### config.mk
export PLATFORM = sky130hd
export DESIGN_NAME = csctl_top
export DESIGN_NICKNAME = d
export VERILOG_FILES = /design/src/inc/csctl_pkg.sv /design/src/rtl/csctl_top.sv
export SDC_FILE = /design/constraint.sdc
export NUM_CORES = 1
export LEC_CHECK = 0
export BUFFER_PORTS_ARGS = -buffer_cell sky130_fd_sc_hd__buf_4
export CORE_MARGIN = 2
export CORE_UTILIZATION = 55
export DETAILED_ROUTE_END_ITERATION = 7
export GPL_TIMING_DRIVEN = 0
export PLACE_DENSITY_LB_ADDON = 0.3
export SLEW_MARGIN = 15
export SYNTH_ARGS = -nofsm -noshare
export SYNTH_HDL_FRONTEND = slang
export SYNTH_SLANG_ARGS = --single-unit
### constraint.sdc
create_clock -name pclk -period 3.1 [get_ports pclk]
set_clock_uncertainty 0.05 [all_clocks]
set_input_delay 0.31 -clock pclk [delete_from_list [all_inputs] [get_ports pclk]]
set_output_delay 0.31 -clock pclk [all_outputs]
set_load 0.05 [all_outputs]
### src/inc/csctl_pkg.sv
// Constants, register map and types of the clock source start-up control
// Operation
// - Three internal oscillators: 16M, 500k, 31.25k
// - Two-bit choice selects external or internal
// - Crystal modes count 1024 input oscillations
// - Count after reset/timer, and Sleep wake
// - Execution held while start-up count runs
// - Every source change waits a stabilisation delay
// - Optional two-speed start-up hides crystal wait
// - Boot into EC/RC costs 2 instruction cycles
// - Slow oscillator to EC/RC: one each cycle
// - Multiplier start: 1024 cycles plus 2 ms
// - Slow to other internal: about 1 us
// - EC takes input pin, frees output pin
// - Config field picks EC low/medium/high power
// - EC mode disables the 1024 count
// - Static logic: stopped clock retains state
package csctl_pkg;
  localparam logic [11:0] OSC_CTRL_OFS  = 12'h000;
  localparam logic [11:0] PERIPH_DIS_OFS = 12'h004;
  localparam logic [11:0] STATUS_OFS    = 12'h008;
  // Oscillator control fields
  localparam int          CHOICE_LSB = 0;
  localparam int          FASTSEL_BIT = 2;
  localparam int          TWOSPD_BIT = 3;
  localparam int          MULT_BIT   = 4;
  localparam int          POWER_UP_WAIT_TIMER_BIT   = 5;
  localparam int          CFG_LSB    = 8;
  localparam logic [11:0] OSC_CTRL_RST = 12'h224;
  localparam logic [7:0]  PERIPH_DIS_RST = 8'h00;
  localparam int          PERIPH_UNUSED_BIT = 5;
  // osc_config_field encodings
  localparam logic [3:0]  CFG_LP_XTAL = 4'h0;
  localparam logic [3:0]  CFG_XT_XTAL = 4'h1;
  localparam logic [3:0]  CFG_HS_XTAL = 4'h2;
  localparam logic [3:0]  CFG_RC      = 4'h3;
  localparam logic [3:0]  CFG_EC_LOW  = 4'h4;
  localparam logic [3:0]  CFG_EC_MED  = 4'h5;
  localparam logic [3:0]  CFG_EC_HIGH = 4'h6;
  // Timing
  localparam int          CLK_NS      = 100;
  localparam int          OST_EDGES   = 1024;
  localparam int          INSTR_EDGES = 8;   // 2 instruction cycles x 4
  localparam int          MULT_LOCK_NS = 2000000;
  localparam int          MULT_LOCK_CYC = (MULT_LOCK_NS + CLK_NS - 1) / CLK_NS;
  localparam int          SWITCH_NS   = 1000;
  localparam int          SWITCH_CYC  = (SWITCH_NS + CLK_NS - 1) / CLK_NS;
  localparam int          SLOW_PER_NS = 32000;
  localparam int          SLOW_PER_CYC = (SLOW_PER_NS + CLK_NS - 1) / CLK_NS;
  typedef enum logic [2:0] {
    SRC_XTAL = 3'h0, SRC_EXT = 3'h1, SRC_FAST = 3'h2,
    SRC_MED  = 3'h3, SRC_SLOW = 3'h4
  } csctl_src_t;
  typedef enum logic [2:0] {
    ST_POWER_UP_WAIT_TIMER = 3'h0, ST_EDGE = 3'h1, ST_TIME = 3'h2,
    ST_RUN  = 3'h3, ST_SLEEP = 3'h4
  } csctl_state_t;
endpackage

### src/rtl/csctl_top.sv
// Clock source selection, start-up timing and peripheral clock gating
//
// The register addresses and the APB register port were decided locally.
`timescale 1ns/10ps
module csctl_top #(
  parameter int POWER_UP_WAIT_TIMER_CYC      = 1000,
  parameter int INT_START_CYC = 20,
  parameter int MULT_CYC      = csctl_pkg::MULT_LOCK_CYC
) (
  input  wire logic                  pclk,
  input  wire logic                  presetn,
  input  wire logic                  psel,
  input  wire logic                  penable,
  input  wire logic                  pwrite,
  input  wire logic [11:0]           paddr,
  input  wire logic [31:0]           pwdata,
  output logic [31:0]                prdata,
  output logic                       pready,
  output logic                       pslverr,
  input  wire logic                  osc_input_pin,
  input  wire logic                  wake_pin,
  input  wire logic                  brownout_pin,
  input  wire logic                  sleep_req,
  output logic                       exec_hold,
  output logic                       sysclk_run,
  output csctl_pkg::csctl_src_t      run_source,
  output logic [1:0]                 ext_power_level,
  output logic                       osc_output_gpio_en,
  output logic [7:0]                 periph_clk_en
);
  import csctl_pkg::*;

  localparam int TW = 24;

  // Refuse power-up and multiplier figures that the wait counters cannot hold, and any figure below 1
  if (POWER_UP_WAIT_TIMER_CYC < 1 || INT_START_CYC < 1 || MULT_CYC < 1 ||
      MULT_CYC >= (1 << TW) || POWER_UP_WAIT_TIMER_CYC >= (1 << TW)) begin : g_param_chk
    $error("csctl_top: timing parameter out of range");
  end

  logic [11:0]  ctrl_q;
  logic [7:0]   pdis_q;
  logic [31:0]  prdata_q;
  logic [2:0]   osc_sync_q;
  logic [2:0]   wake_sync_q;
  logic [2:0]   bor_sync_q;
  csctl_state_t state_q;
  csctl_src_t   active_q;
  csctl_src_t   target_q;
  logic         boot_q;
  logic         twospd_q;
  logic [10:0]  edge_cnt_q;
  logic [10:0]  edge_tgt_q;
  logic [TW-1:0] time_cnt_q;
  logic [TW-1:0] time_tgt_q;
  csctl_src_t   want_src;
  logic         osc_rise;
  logic         wake_rise;
  logic         bor_rise;
  logic         load_seq;
  logic         load_boot;
  logic         edge_done;
  logic         time_done;
  logic         power_up_wait_timer_done;
  logic         wr_en;
  logic         rd_en;
  logic         mapped;

  // Map the choice field and config field onto an oscillator kind
  function automatic csctl_src_t pick_src(input logic [11:0] c);
    logic [3:0] cfg;
    cfg = c[CFG_LSB +: 4];
    case (c[CHOICE_LSB +: 2])
      2'b00: begin
        if (cfg <= CFG_HS_XTAL) pick_src = SRC_XTAL;
        else if (cfg <= CFG_EC_HIGH) pick_src = SRC_EXT;
        else pick_src = SRC_FAST;
      end
      2'b01: pick_src = SRC_SLOW;
      default: pick_src = c[FASTSEL_BIT] ? SRC_FAST : SRC_MED;
    endcase
  endfunction

  // Oscillations of the input pin to wait for a given move
  function automatic logic [10:0] edge_need(input csctl_src_t from,
                                            input csctl_src_t to,
                                            input logic boot);
    case (to)
      SRC_XTAL: edge_need = 11'(OST_EDGES);
      SRC_EXT: begin
        if (!boot && from == SRC_SLOW) edge_need = 11'h001;
        else edge_need = 11'(INSTR_EDGES);
      end
      default: edge_need = 11'h000;
    endcase
  endfunction

  // Clock cycles to wait after the oscillations
  function automatic logic [TW-1:0] time_need(input csctl_src_t from,
                                              input csctl_src_t to,
                                              input logic boot,
                                              input logic mult);
    case (to)
      SRC_XTAL: time_need = mult ? TW'(MULT_CYC) : '0;
      SRC_EXT: begin
        if (!boot && from == SRC_SLOW) time_need = TW'(SLOW_PER_CYC);
        else time_need = '0;
      end
      default: begin
        if (!boot && from == SRC_SLOW) time_need = TW'(SWITCH_CYC);
        else time_need = TW'(INT_START_CYC);
      end
    endcase
  endfunction

  // APB decode; zero wait states, unmapped addresses answer with an error
  assign mapped = (paddr == OSC_CTRL_OFS) || (paddr == PERIPH_DIS_OFS) ||
                  (paddr == STATUS_OFS);
  assign wr_en   = psel && penable && pwrite && mapped;
  assign rd_en   = psel && !penable && !pwrite;
  assign pready  = 1'b1;
  assign pslverr = psel && penable && !mapped;
  assign prdata  = prdata_q;

  // Read data is captured in the setup phase so it is a flop in access
  always_ff @(posedge pclk or negedge presetn) begin
    if (!presetn) begin
      prdata_q <= 32'h0000_0000;
    end else if (rd_en) begin
      case (paddr)
        OSC_CTRL_OFS:   prdata_q <= {20'h00000, ctrl_q};
        PERIPH_DIS_OFS: prdata_q <= {24'h000000, pdis_q};
        STATUS_OFS:     prdata_q <= {24'h000000, state_q == ST_RUN,
                                     state_q, exec_hold, active_q};
        default:        prdata_q <= 32'h0000_0000;
      endcase
    end
  end

  // Control registers
  always_ff @(posedge pclk or negedge presetn) begin
    if (!presetn) begin
      ctrl_q <= OSC_CTRL_RST;
      pdis_q <= PERIPH_DIS_RST;
    end else if (wr_en) begin
      if (paddr == OSC_CTRL_OFS) ctrl_q <= pwdata[11:0] & 12'hF3F;
      if (paddr == PERIPH_DIS_OFS) pdis_q <= pwdata[7:0] & 8'hDF;
    end
  end

  // Pin synchronisers; only the second stage and later are looked at
  always_ff @(posedge pclk or negedge presetn) begin
    if (!presetn) begin
      osc_sync_q  <= 3'h0;
      wake_sync_q <= 3'h0;
      bor_sync_q  <= 3'h0;
    end else begin
      osc_sync_q  <= {osc_sync_q[1:0], osc_input_pin};
      wake_sync_q <= {wake_sync_q[1:0], wake_pin};
      bor_sync_q  <= {bor_sync_q[1:0], brownout_pin};
    end
  end

  assign osc_rise  = osc_sync_q[1] && !osc_sync_q[2];
  assign wake_rise = wake_sync_q[1] && !wake_sync_q[2];
  assign bor_rise  = bor_sync_q[1] && !bor_sync_q[2];
  assign want_src  = pick_src(ctrl_q);
  assign edge_done = edge_cnt_q >= edge_tgt_q;
  assign time_done = time_cnt_q >= time_tgt_q;
  assign power_up_wait_timer_done = !ctrl_q[POWER_UP_WAIT_TIMER_BIT] || time_cnt_q >= TW'(POWER_UP_WAIT_TIMER_CYC);

  // A new wait sequence starts at timer expiry, wake, or source change
  always_comb begin
    load_seq  = 1'b0;
    load_boot = 1'b0;
    case (state_q)
      ST_POWER_UP_WAIT_TIMER: begin
        load_seq  = power_up_wait_timer_done;
        load_boot = 1'b1;
      end
      ST_SLEEP: begin
        load_seq  = wake_rise;
        load_boot = 1'b1;
      end
      ST_RUN: load_seq = !sleep_req && want_src != active_q;
      default: load_seq = 1'b0;
    endcase
    if (bor_rise) load_seq = 1'b0;
  end

  // Sequencer; a brown-out restarts it like a power-on
  always_ff @(posedge pclk or negedge presetn) begin
    if (!presetn) begin
      state_q    <= ST_POWER_UP_WAIT_TIMER;
      active_q   <= SRC_FAST;
      target_q   <= SRC_FAST;
      boot_q     <= 1'b1;
      twospd_q   <= 1'b0;
      edge_tgt_q <= 11'h000;
      time_tgt_q <= '0;
    end else if (bor_rise) begin
      state_q  <= ST_POWER_UP_WAIT_TIMER;
      twospd_q <= 1'b0;
    end else if (load_seq) begin
      state_q    <= ST_EDGE;
      target_q   <= want_src;
      boot_q     <= load_boot;
      edge_tgt_q <= edge_need(active_q, want_src, load_boot);
      time_tgt_q <= time_need(active_q, want_src, load_boot,
                              ctrl_q[MULT_BIT]);
      // Run code from the fast oscillator while the crystal settles
      twospd_q   <= load_boot && want_src == SRC_XTAL &&
                    ctrl_q[TWOSPD_BIT];
    end else begin
      case (state_q)
        ST_EDGE: if (edge_done) state_q <= ST_TIME;
        ST_TIME: begin
          if (time_done) begin
            state_q  <= ST_RUN;
            active_q <= target_q;
            twospd_q <= 1'b0;
          end
        end
        ST_RUN: if (sleep_req) state_q <= ST_SLEEP;
        default: state_q <= state_q;
      endcase
    end
  end

  // Counters; both clear whenever a new wait begins
  always_ff @(posedge pclk or negedge presetn) begin
    if (!presetn) begin
      edge_cnt_q <= 11'h000;
      time_cnt_q <= '0;
    end else if (bor_rise || load_seq) begin
      edge_cnt_q <= 11'h000;
      time_cnt_q <= '0;
    end else begin
      if (state_q == ST_EDGE && osc_rise && !edge_done)
        edge_cnt_q <= edge_cnt_q + 11'h001;
      if (state_q == ST_EDGE)
        time_cnt_q <= '0;
      else if ((state_q == ST_POWER_UP_WAIT_TIMER || state_q == ST_TIME) &&
               time_cnt_q != '1)
        time_cnt_q <= time_cnt_q + TW'(1);
    end
  end

  // Core is held during every wait unless two-speed start-up covers it
  assign exec_hold  = state_q != ST_RUN && !twospd_q;
  assign sysclk_run = state_q != ST_SLEEP && state_q != ST_POWER_UP_WAIT_TIMER;
  // Gating only; a stopped external clock stops the core and loses nothing
  assign run_source = twospd_q ? SRC_FAST : active_q;
  assign osc_output_gpio_en = active_q == SRC_EXT;
  assign periph_clk_en = ~pdis_q & 8'hDF;

  // Drive strength follows the config field
  always_comb begin
    case (ctrl_q[CFG_LSB +: 4])
      CFG_LP_XTAL, CFG_EC_LOW: ext_power_level = 2'h0;
      CFG_XT_XTAL, CFG_EC_MED, CFG_RC: ext_power_level = 2'h1;
      default: ext_power_level = 2'h2;
    endcase
  end

  a_hold_counting: assert property (@(posedge pclk) disable iff (!presetn)
    state_q == ST_EDGE && !twospd_q |-> exec_hold)
    else $error("core not held during start-up wait");
  a_run_free: assert property (@(posedge pclk) disable iff (!presetn)
    state_q == ST_TIME && time_done && !bor_rise |=> !exec_hold)
    else $error("core still held after the wait ended");
  a_xtal_count: assert property (@(posedge pclk) disable iff (!presetn)
    load_seq && want_src == SRC_XTAL |=> edge_tgt_q == 11'h400)
    else $error("crystal wait is not 1024 oscillations");
  a_ext_no_ost: assert property (@(posedge pclk) disable iff (!presetn)
    load_seq && load_boot && want_src == SRC_EXT
    |=> edge_tgt_q == 11'h008 && time_tgt_q == '0)
    else $error("EC/RC boot delay wrong");
  a_mult_wait: assert property (@(posedge pclk) disable iff (!presetn)
    load_seq && want_src == SRC_XTAL && ctrl_q[MULT_BIT]
    |=> time_tgt_q == TW'(MULT_CYC))
    else $error("multiplier lock wait missing");
  a_slow_switch: assert property (@(posedge pclk) disable iff (!presetn)
    load_seq && !load_boot && active_q == SRC_SLOW &&
    (want_src == SRC_FAST || want_src == SRC_MED)
    |=> time_tgt_q == TW'(SWITCH_CYC) && edge_tgt_q == 11'h000)
    else $error("slow to internal switch delay wrong");
  a_count_restart: assert property (@(posedge pclk) disable iff (!presetn)
    $rose(state_q == ST_EDGE) |-> edge_cnt_q == 11'h000)
    else $error("start-up count did not restart");
  a_ost_release: assert property (@(posedge pclk) disable iff (!presetn)
    state_q == ST_EDGE ##1 state_q == ST_TIME
    |-> $past(edge_cnt_q) >= $past(edge_tgt_q))
    else $error("released before full count");
  a_unused_bit: assert property (@(posedge pclk) disable iff (!presetn)
    pdis_q[PERIPH_UNUSED_BIT] == 1'b0 && !periph_clk_en[5])
    else $error("unimplemented disable bit set");
  a_periph_gate: assert property (@(posedge pclk) disable iff (!presetn)
    wr_en && paddr == PERIPH_DIS_OFS && pwdata[7]
    |=> !periph_clk_en[7])
    else $error("disabled peripheral still clocked");
  c_xtal_boot: cover property (@(posedge pclk) disable iff (!presetn)
    state_q == ST_TIME ##1 state_q == ST_RUN && active_q == SRC_XTAL);
  c_sleep_wake: cover property (@(posedge pclk) disable iff (!presetn)
    state_q == ST_SLEEP ##1 state_q == ST_EDGE);
  c_two_speed: cover property (@(posedge pclk) disable iff (!presetn)
    twospd_q && state_q == ST_EDGE);
endmodule

==> results_dict.tcl <==
set metrics [dict create \
    r2r_cells 9 \
    dpl.hpwl_um 7800 \
    ant_nets 0 \
    finalMaxSlewViolations 0 \
    violations "hold timing" \
    finalPower_mw 2.72 \
    netlist_instances 491 \
    power_density_nw_per_um2 469 \
    ir_drop_uv 216 \
    grtUsageTotal 0.224 \
    viasPerCell 5.50 \
    htreeDepth 3 \
    rsz0062_at_grt "false" \
    crit_start "edge_cnt_q[0]" \
    relSlewSlack 0.451 \
    clkLatencyLatePin_ns 0.36 \
    worst-r2r-setup-slack_ns 0.43 \
    cts_setup_buffers 0 \
    max_cap_viol_count 0 \
    multi_input_area_um2 2420 \
    syn_area_um2 4910 \
    seq_area_frac_synth 0.455 \
    grt_pass1_wl_um 17700 \
    route.detailed.drc 0 \
    synth.avg_cell_area_um2 10.0 \
    seqCellArea_um2 2230 \
    die_area_um2 9700 \
    first_iter_violations 130 \
    met3_usage 0.0482 \
    layout.nets 654 \
    min_path_type "input pin to asynchronous set/reset pin" \
    whs_ns -0.0826 \
    cts_buffer_depth 2 \
    worstPathRequired_ns 3.30 \
    end_kind "register" \
    fmax_mhz 375 \
    grt_max_degree 90 \
    ios 103 \
    core_um2 8680 \
    fin_crit_ns 2.67 \
    root_buffer "clkbuf_8" \
    outcome "finished with violations" \
    mostFrequentLayoutCells "dfrtp_1 (84), buf_4 (82), nor2_1 (57)" \
    yosys.area.top_type "dfrtp_1" \
    synth_edf_count 0 \
    portBuffers 60 \
    reg2reg_from "edge_cnt_q[0]" \
    diodes 0 \
    grt_util_met2 0.385 \
    place_area_um2 5570 \
    finalCritPeriodShare 0.860 \
    critPathMaxFanout 10 \
    gr-total-overflow 0 \
    n_fill_cell 720 \
    path_class "register to register" \
    syn_to_final_growth_pct 18.3 \
    first_pass_iters 6 \
    tightest_slew_ns 0.824 \
    crit_arrival_ns 2.87 \
    grt_pass1_vias 3720 \
    synthFlopType "dfrtp_1" \
    synth.distinct_cells 66 \
    p_leak_nw 2.77 \
    design_area_um2 5800 \
    dr_total_vias 3842 \
    timing.rr.end "edge_cnt_q[10]" \
    mostFrequentLayoutCell "dfrtp_1" \
    grt_most_used_layer "met2" \
    async_flop_share 1.00 \
    setup_viol 0 \
    die_h_um 98.5 \
    start_util 0.566 \
    wire_per_inst_um 15.2 \
    yosysWarnings 0 \
    antenna_found_initial 0 \
    clk_pin_slew_ns 0.09 \
    clkSinkCount 89 \
    numCtsBuffers 9 \
    use_met1 0.288 \
    gp_congestion 0.848 \
    ys_seq_elements 89 \
    drive_above_1_share 0.246 \
    cts_tree "built" \
    setup_tns_ns 0 \
    fp-row-count 34 \
    hold_violations 50 \
    synth.area.top_cells "dfrtp_1 (43%), xor2_1 (4.8%), nor2_1 (4.4%)" \
    die_x_um 98.5 \
    wirelength_um 10600 \
    synth_top_area_share 0.428 \
    cp-start-kind "register" \
]
-- how the worst max path moves through the flow --
stage / end / depth (start not counted) / slack, ns
2_1_floorplan: active_q[0] / 8 / 0.80
3_3_place_gp: edge_cnt_q[10] / 9 / 0.48
3_5_place_dp: active_q[2] / 7 / 0.47
4_1_cts: active_q[2] / 8 / 0.46
5_1_grt: edge_cnt_q[10] / 9 / 0.17
6_report: edge_cnt_q[10] / 9 / 0.43
-- final cells by class --
| class | instances | area share |
|---|---|---|
| multi-input combinational | 359 | 0.416 |
| sequential | 89 | 0.385 |
| timing repair buffer | 63 | 0.0834 |
| buffer | 41 | 0.0431 |
| tap | 108 | 0.0233 |
| clock buffer | 9 | 0.0213 |
| inverter | 22 | 0.0142 |
| clock inverter | 7 | 0.0134 |
-- cells in the mapped netlist (2+ instances only) --
cell / count
mux2_1: 3
a22oi_1: 2
nand2_1: 37
nor2_1: 57
o21ai_0: 16
nand3_1: 20
xnor2_1: 6
ha_1: 16
nor4_1: 5
nor3_1: 9
xor2_1: 27
buf_2: 8
nor3b_1: 2
mux2_2: 9
or3_1: 5
a21oi_1: 10
nor4b_1: 3
clkbuf_1: 10
mux2_4: 8
o31ai_1: 7
and2_1: 2
mux2i_1: 8
nand4_1: 17
conb_1: 2
nor2b_1: 8
dfrtp_1: 84
a21o_1: 2
buf_4: 23
o21ba_2: 2
nand2b_1: 8
a211oi_1: 5
and4_1: 3
inv_1: 21
and3_1: 8
or4_1: 2
dfstp_2: 5
o2111ai_1: 2
-- flip-flops by register name, summed over array words and instances, names as in the netlist --
name / cells
active_q: 3
time_cnt_q: 24
edge_cnt_q: 11
edge_tgt_q: 3
bor_sync_q: 3
twospd_q: 1
target_q: 3
prdata: 12
time_tgt_q: 3
ctrl_q: 10
wake_sync_q: 3
pdis_q: 7
state_q: 3
osc_sync_q: 3
-- report_power, final --
| group | switching [mW] | total, mW | internal, mW |
|---|---|---|---|
| logic | 0.446 | 0.665 | 0.218 |
| clock network | 0.446 | 0.826 | 0.380 |
| registers | 0.0394 | 1.23 | 1.19 |
-- worst max-delay path, cell delays in order, from the launching register on --
cell and delay (ns):
dfrtp_1 0.49, inv_1 0.07, ha_1 0.29, nor4b_1 0.25
o211ai_1 0.16, a2111oi_1 0.56, buf_2 0.31, nand4_1 0.16
xor2_1 0.16, nor2_1 0.05
-- per-layer routing --
metal	up-vias	routed length [um]
met5	-	0
met4	0	140
met3	16	483
met2	113	5420
met1	1852	4590
li1	1861	-
-- kinds of logic (layout without fill, tap and decap cells) --
logic type | after synthesis | count (layout) | synth area share
muxes | 28 | 28 | 0.0683
adders and majority gates | 16 | 16 | 0.0408
xor gates and xnor gates | 33 | 33 | 0.0589
buffers and inverters | 63 | 142 | 0.0678
other | 2 | 22 | 0.00153
and+or+nand+nor | 195 | 195 | 0.206
DFF | 89 | 89 | 0.455
AOI/OAI and AO/OA | 65 | 65 | 0.102
-- timing repair --
item	4_1_cts	5_1_grt
resized for setup	0	0
hold buffers	3	0
hold endpoints to repair	3	0
-- stage by stage --
| step | utilization | cells | hold WS, ns | setup slack (ns) |
|---|---|---|---|---|
| 6_report | 0.669 | 698 | -0.0826 | 0.434 |
| 5_1_grt | 0.669 | 698 | 0.0115 | 0.174 |
| 4_1_cts | 0.668 | 698 | 0.0886 | 0.460 |
| 3_5_place_dp | 0.642 | 679 | 0.287 | 0.468 |
| 3_3_place_gp | 0.642 | 679 | 0.284 | 0.485 |
| 2_1_floorplan | - | 511 | -0.0356 | 0.803 |
(Power assumes the default switching activity.)
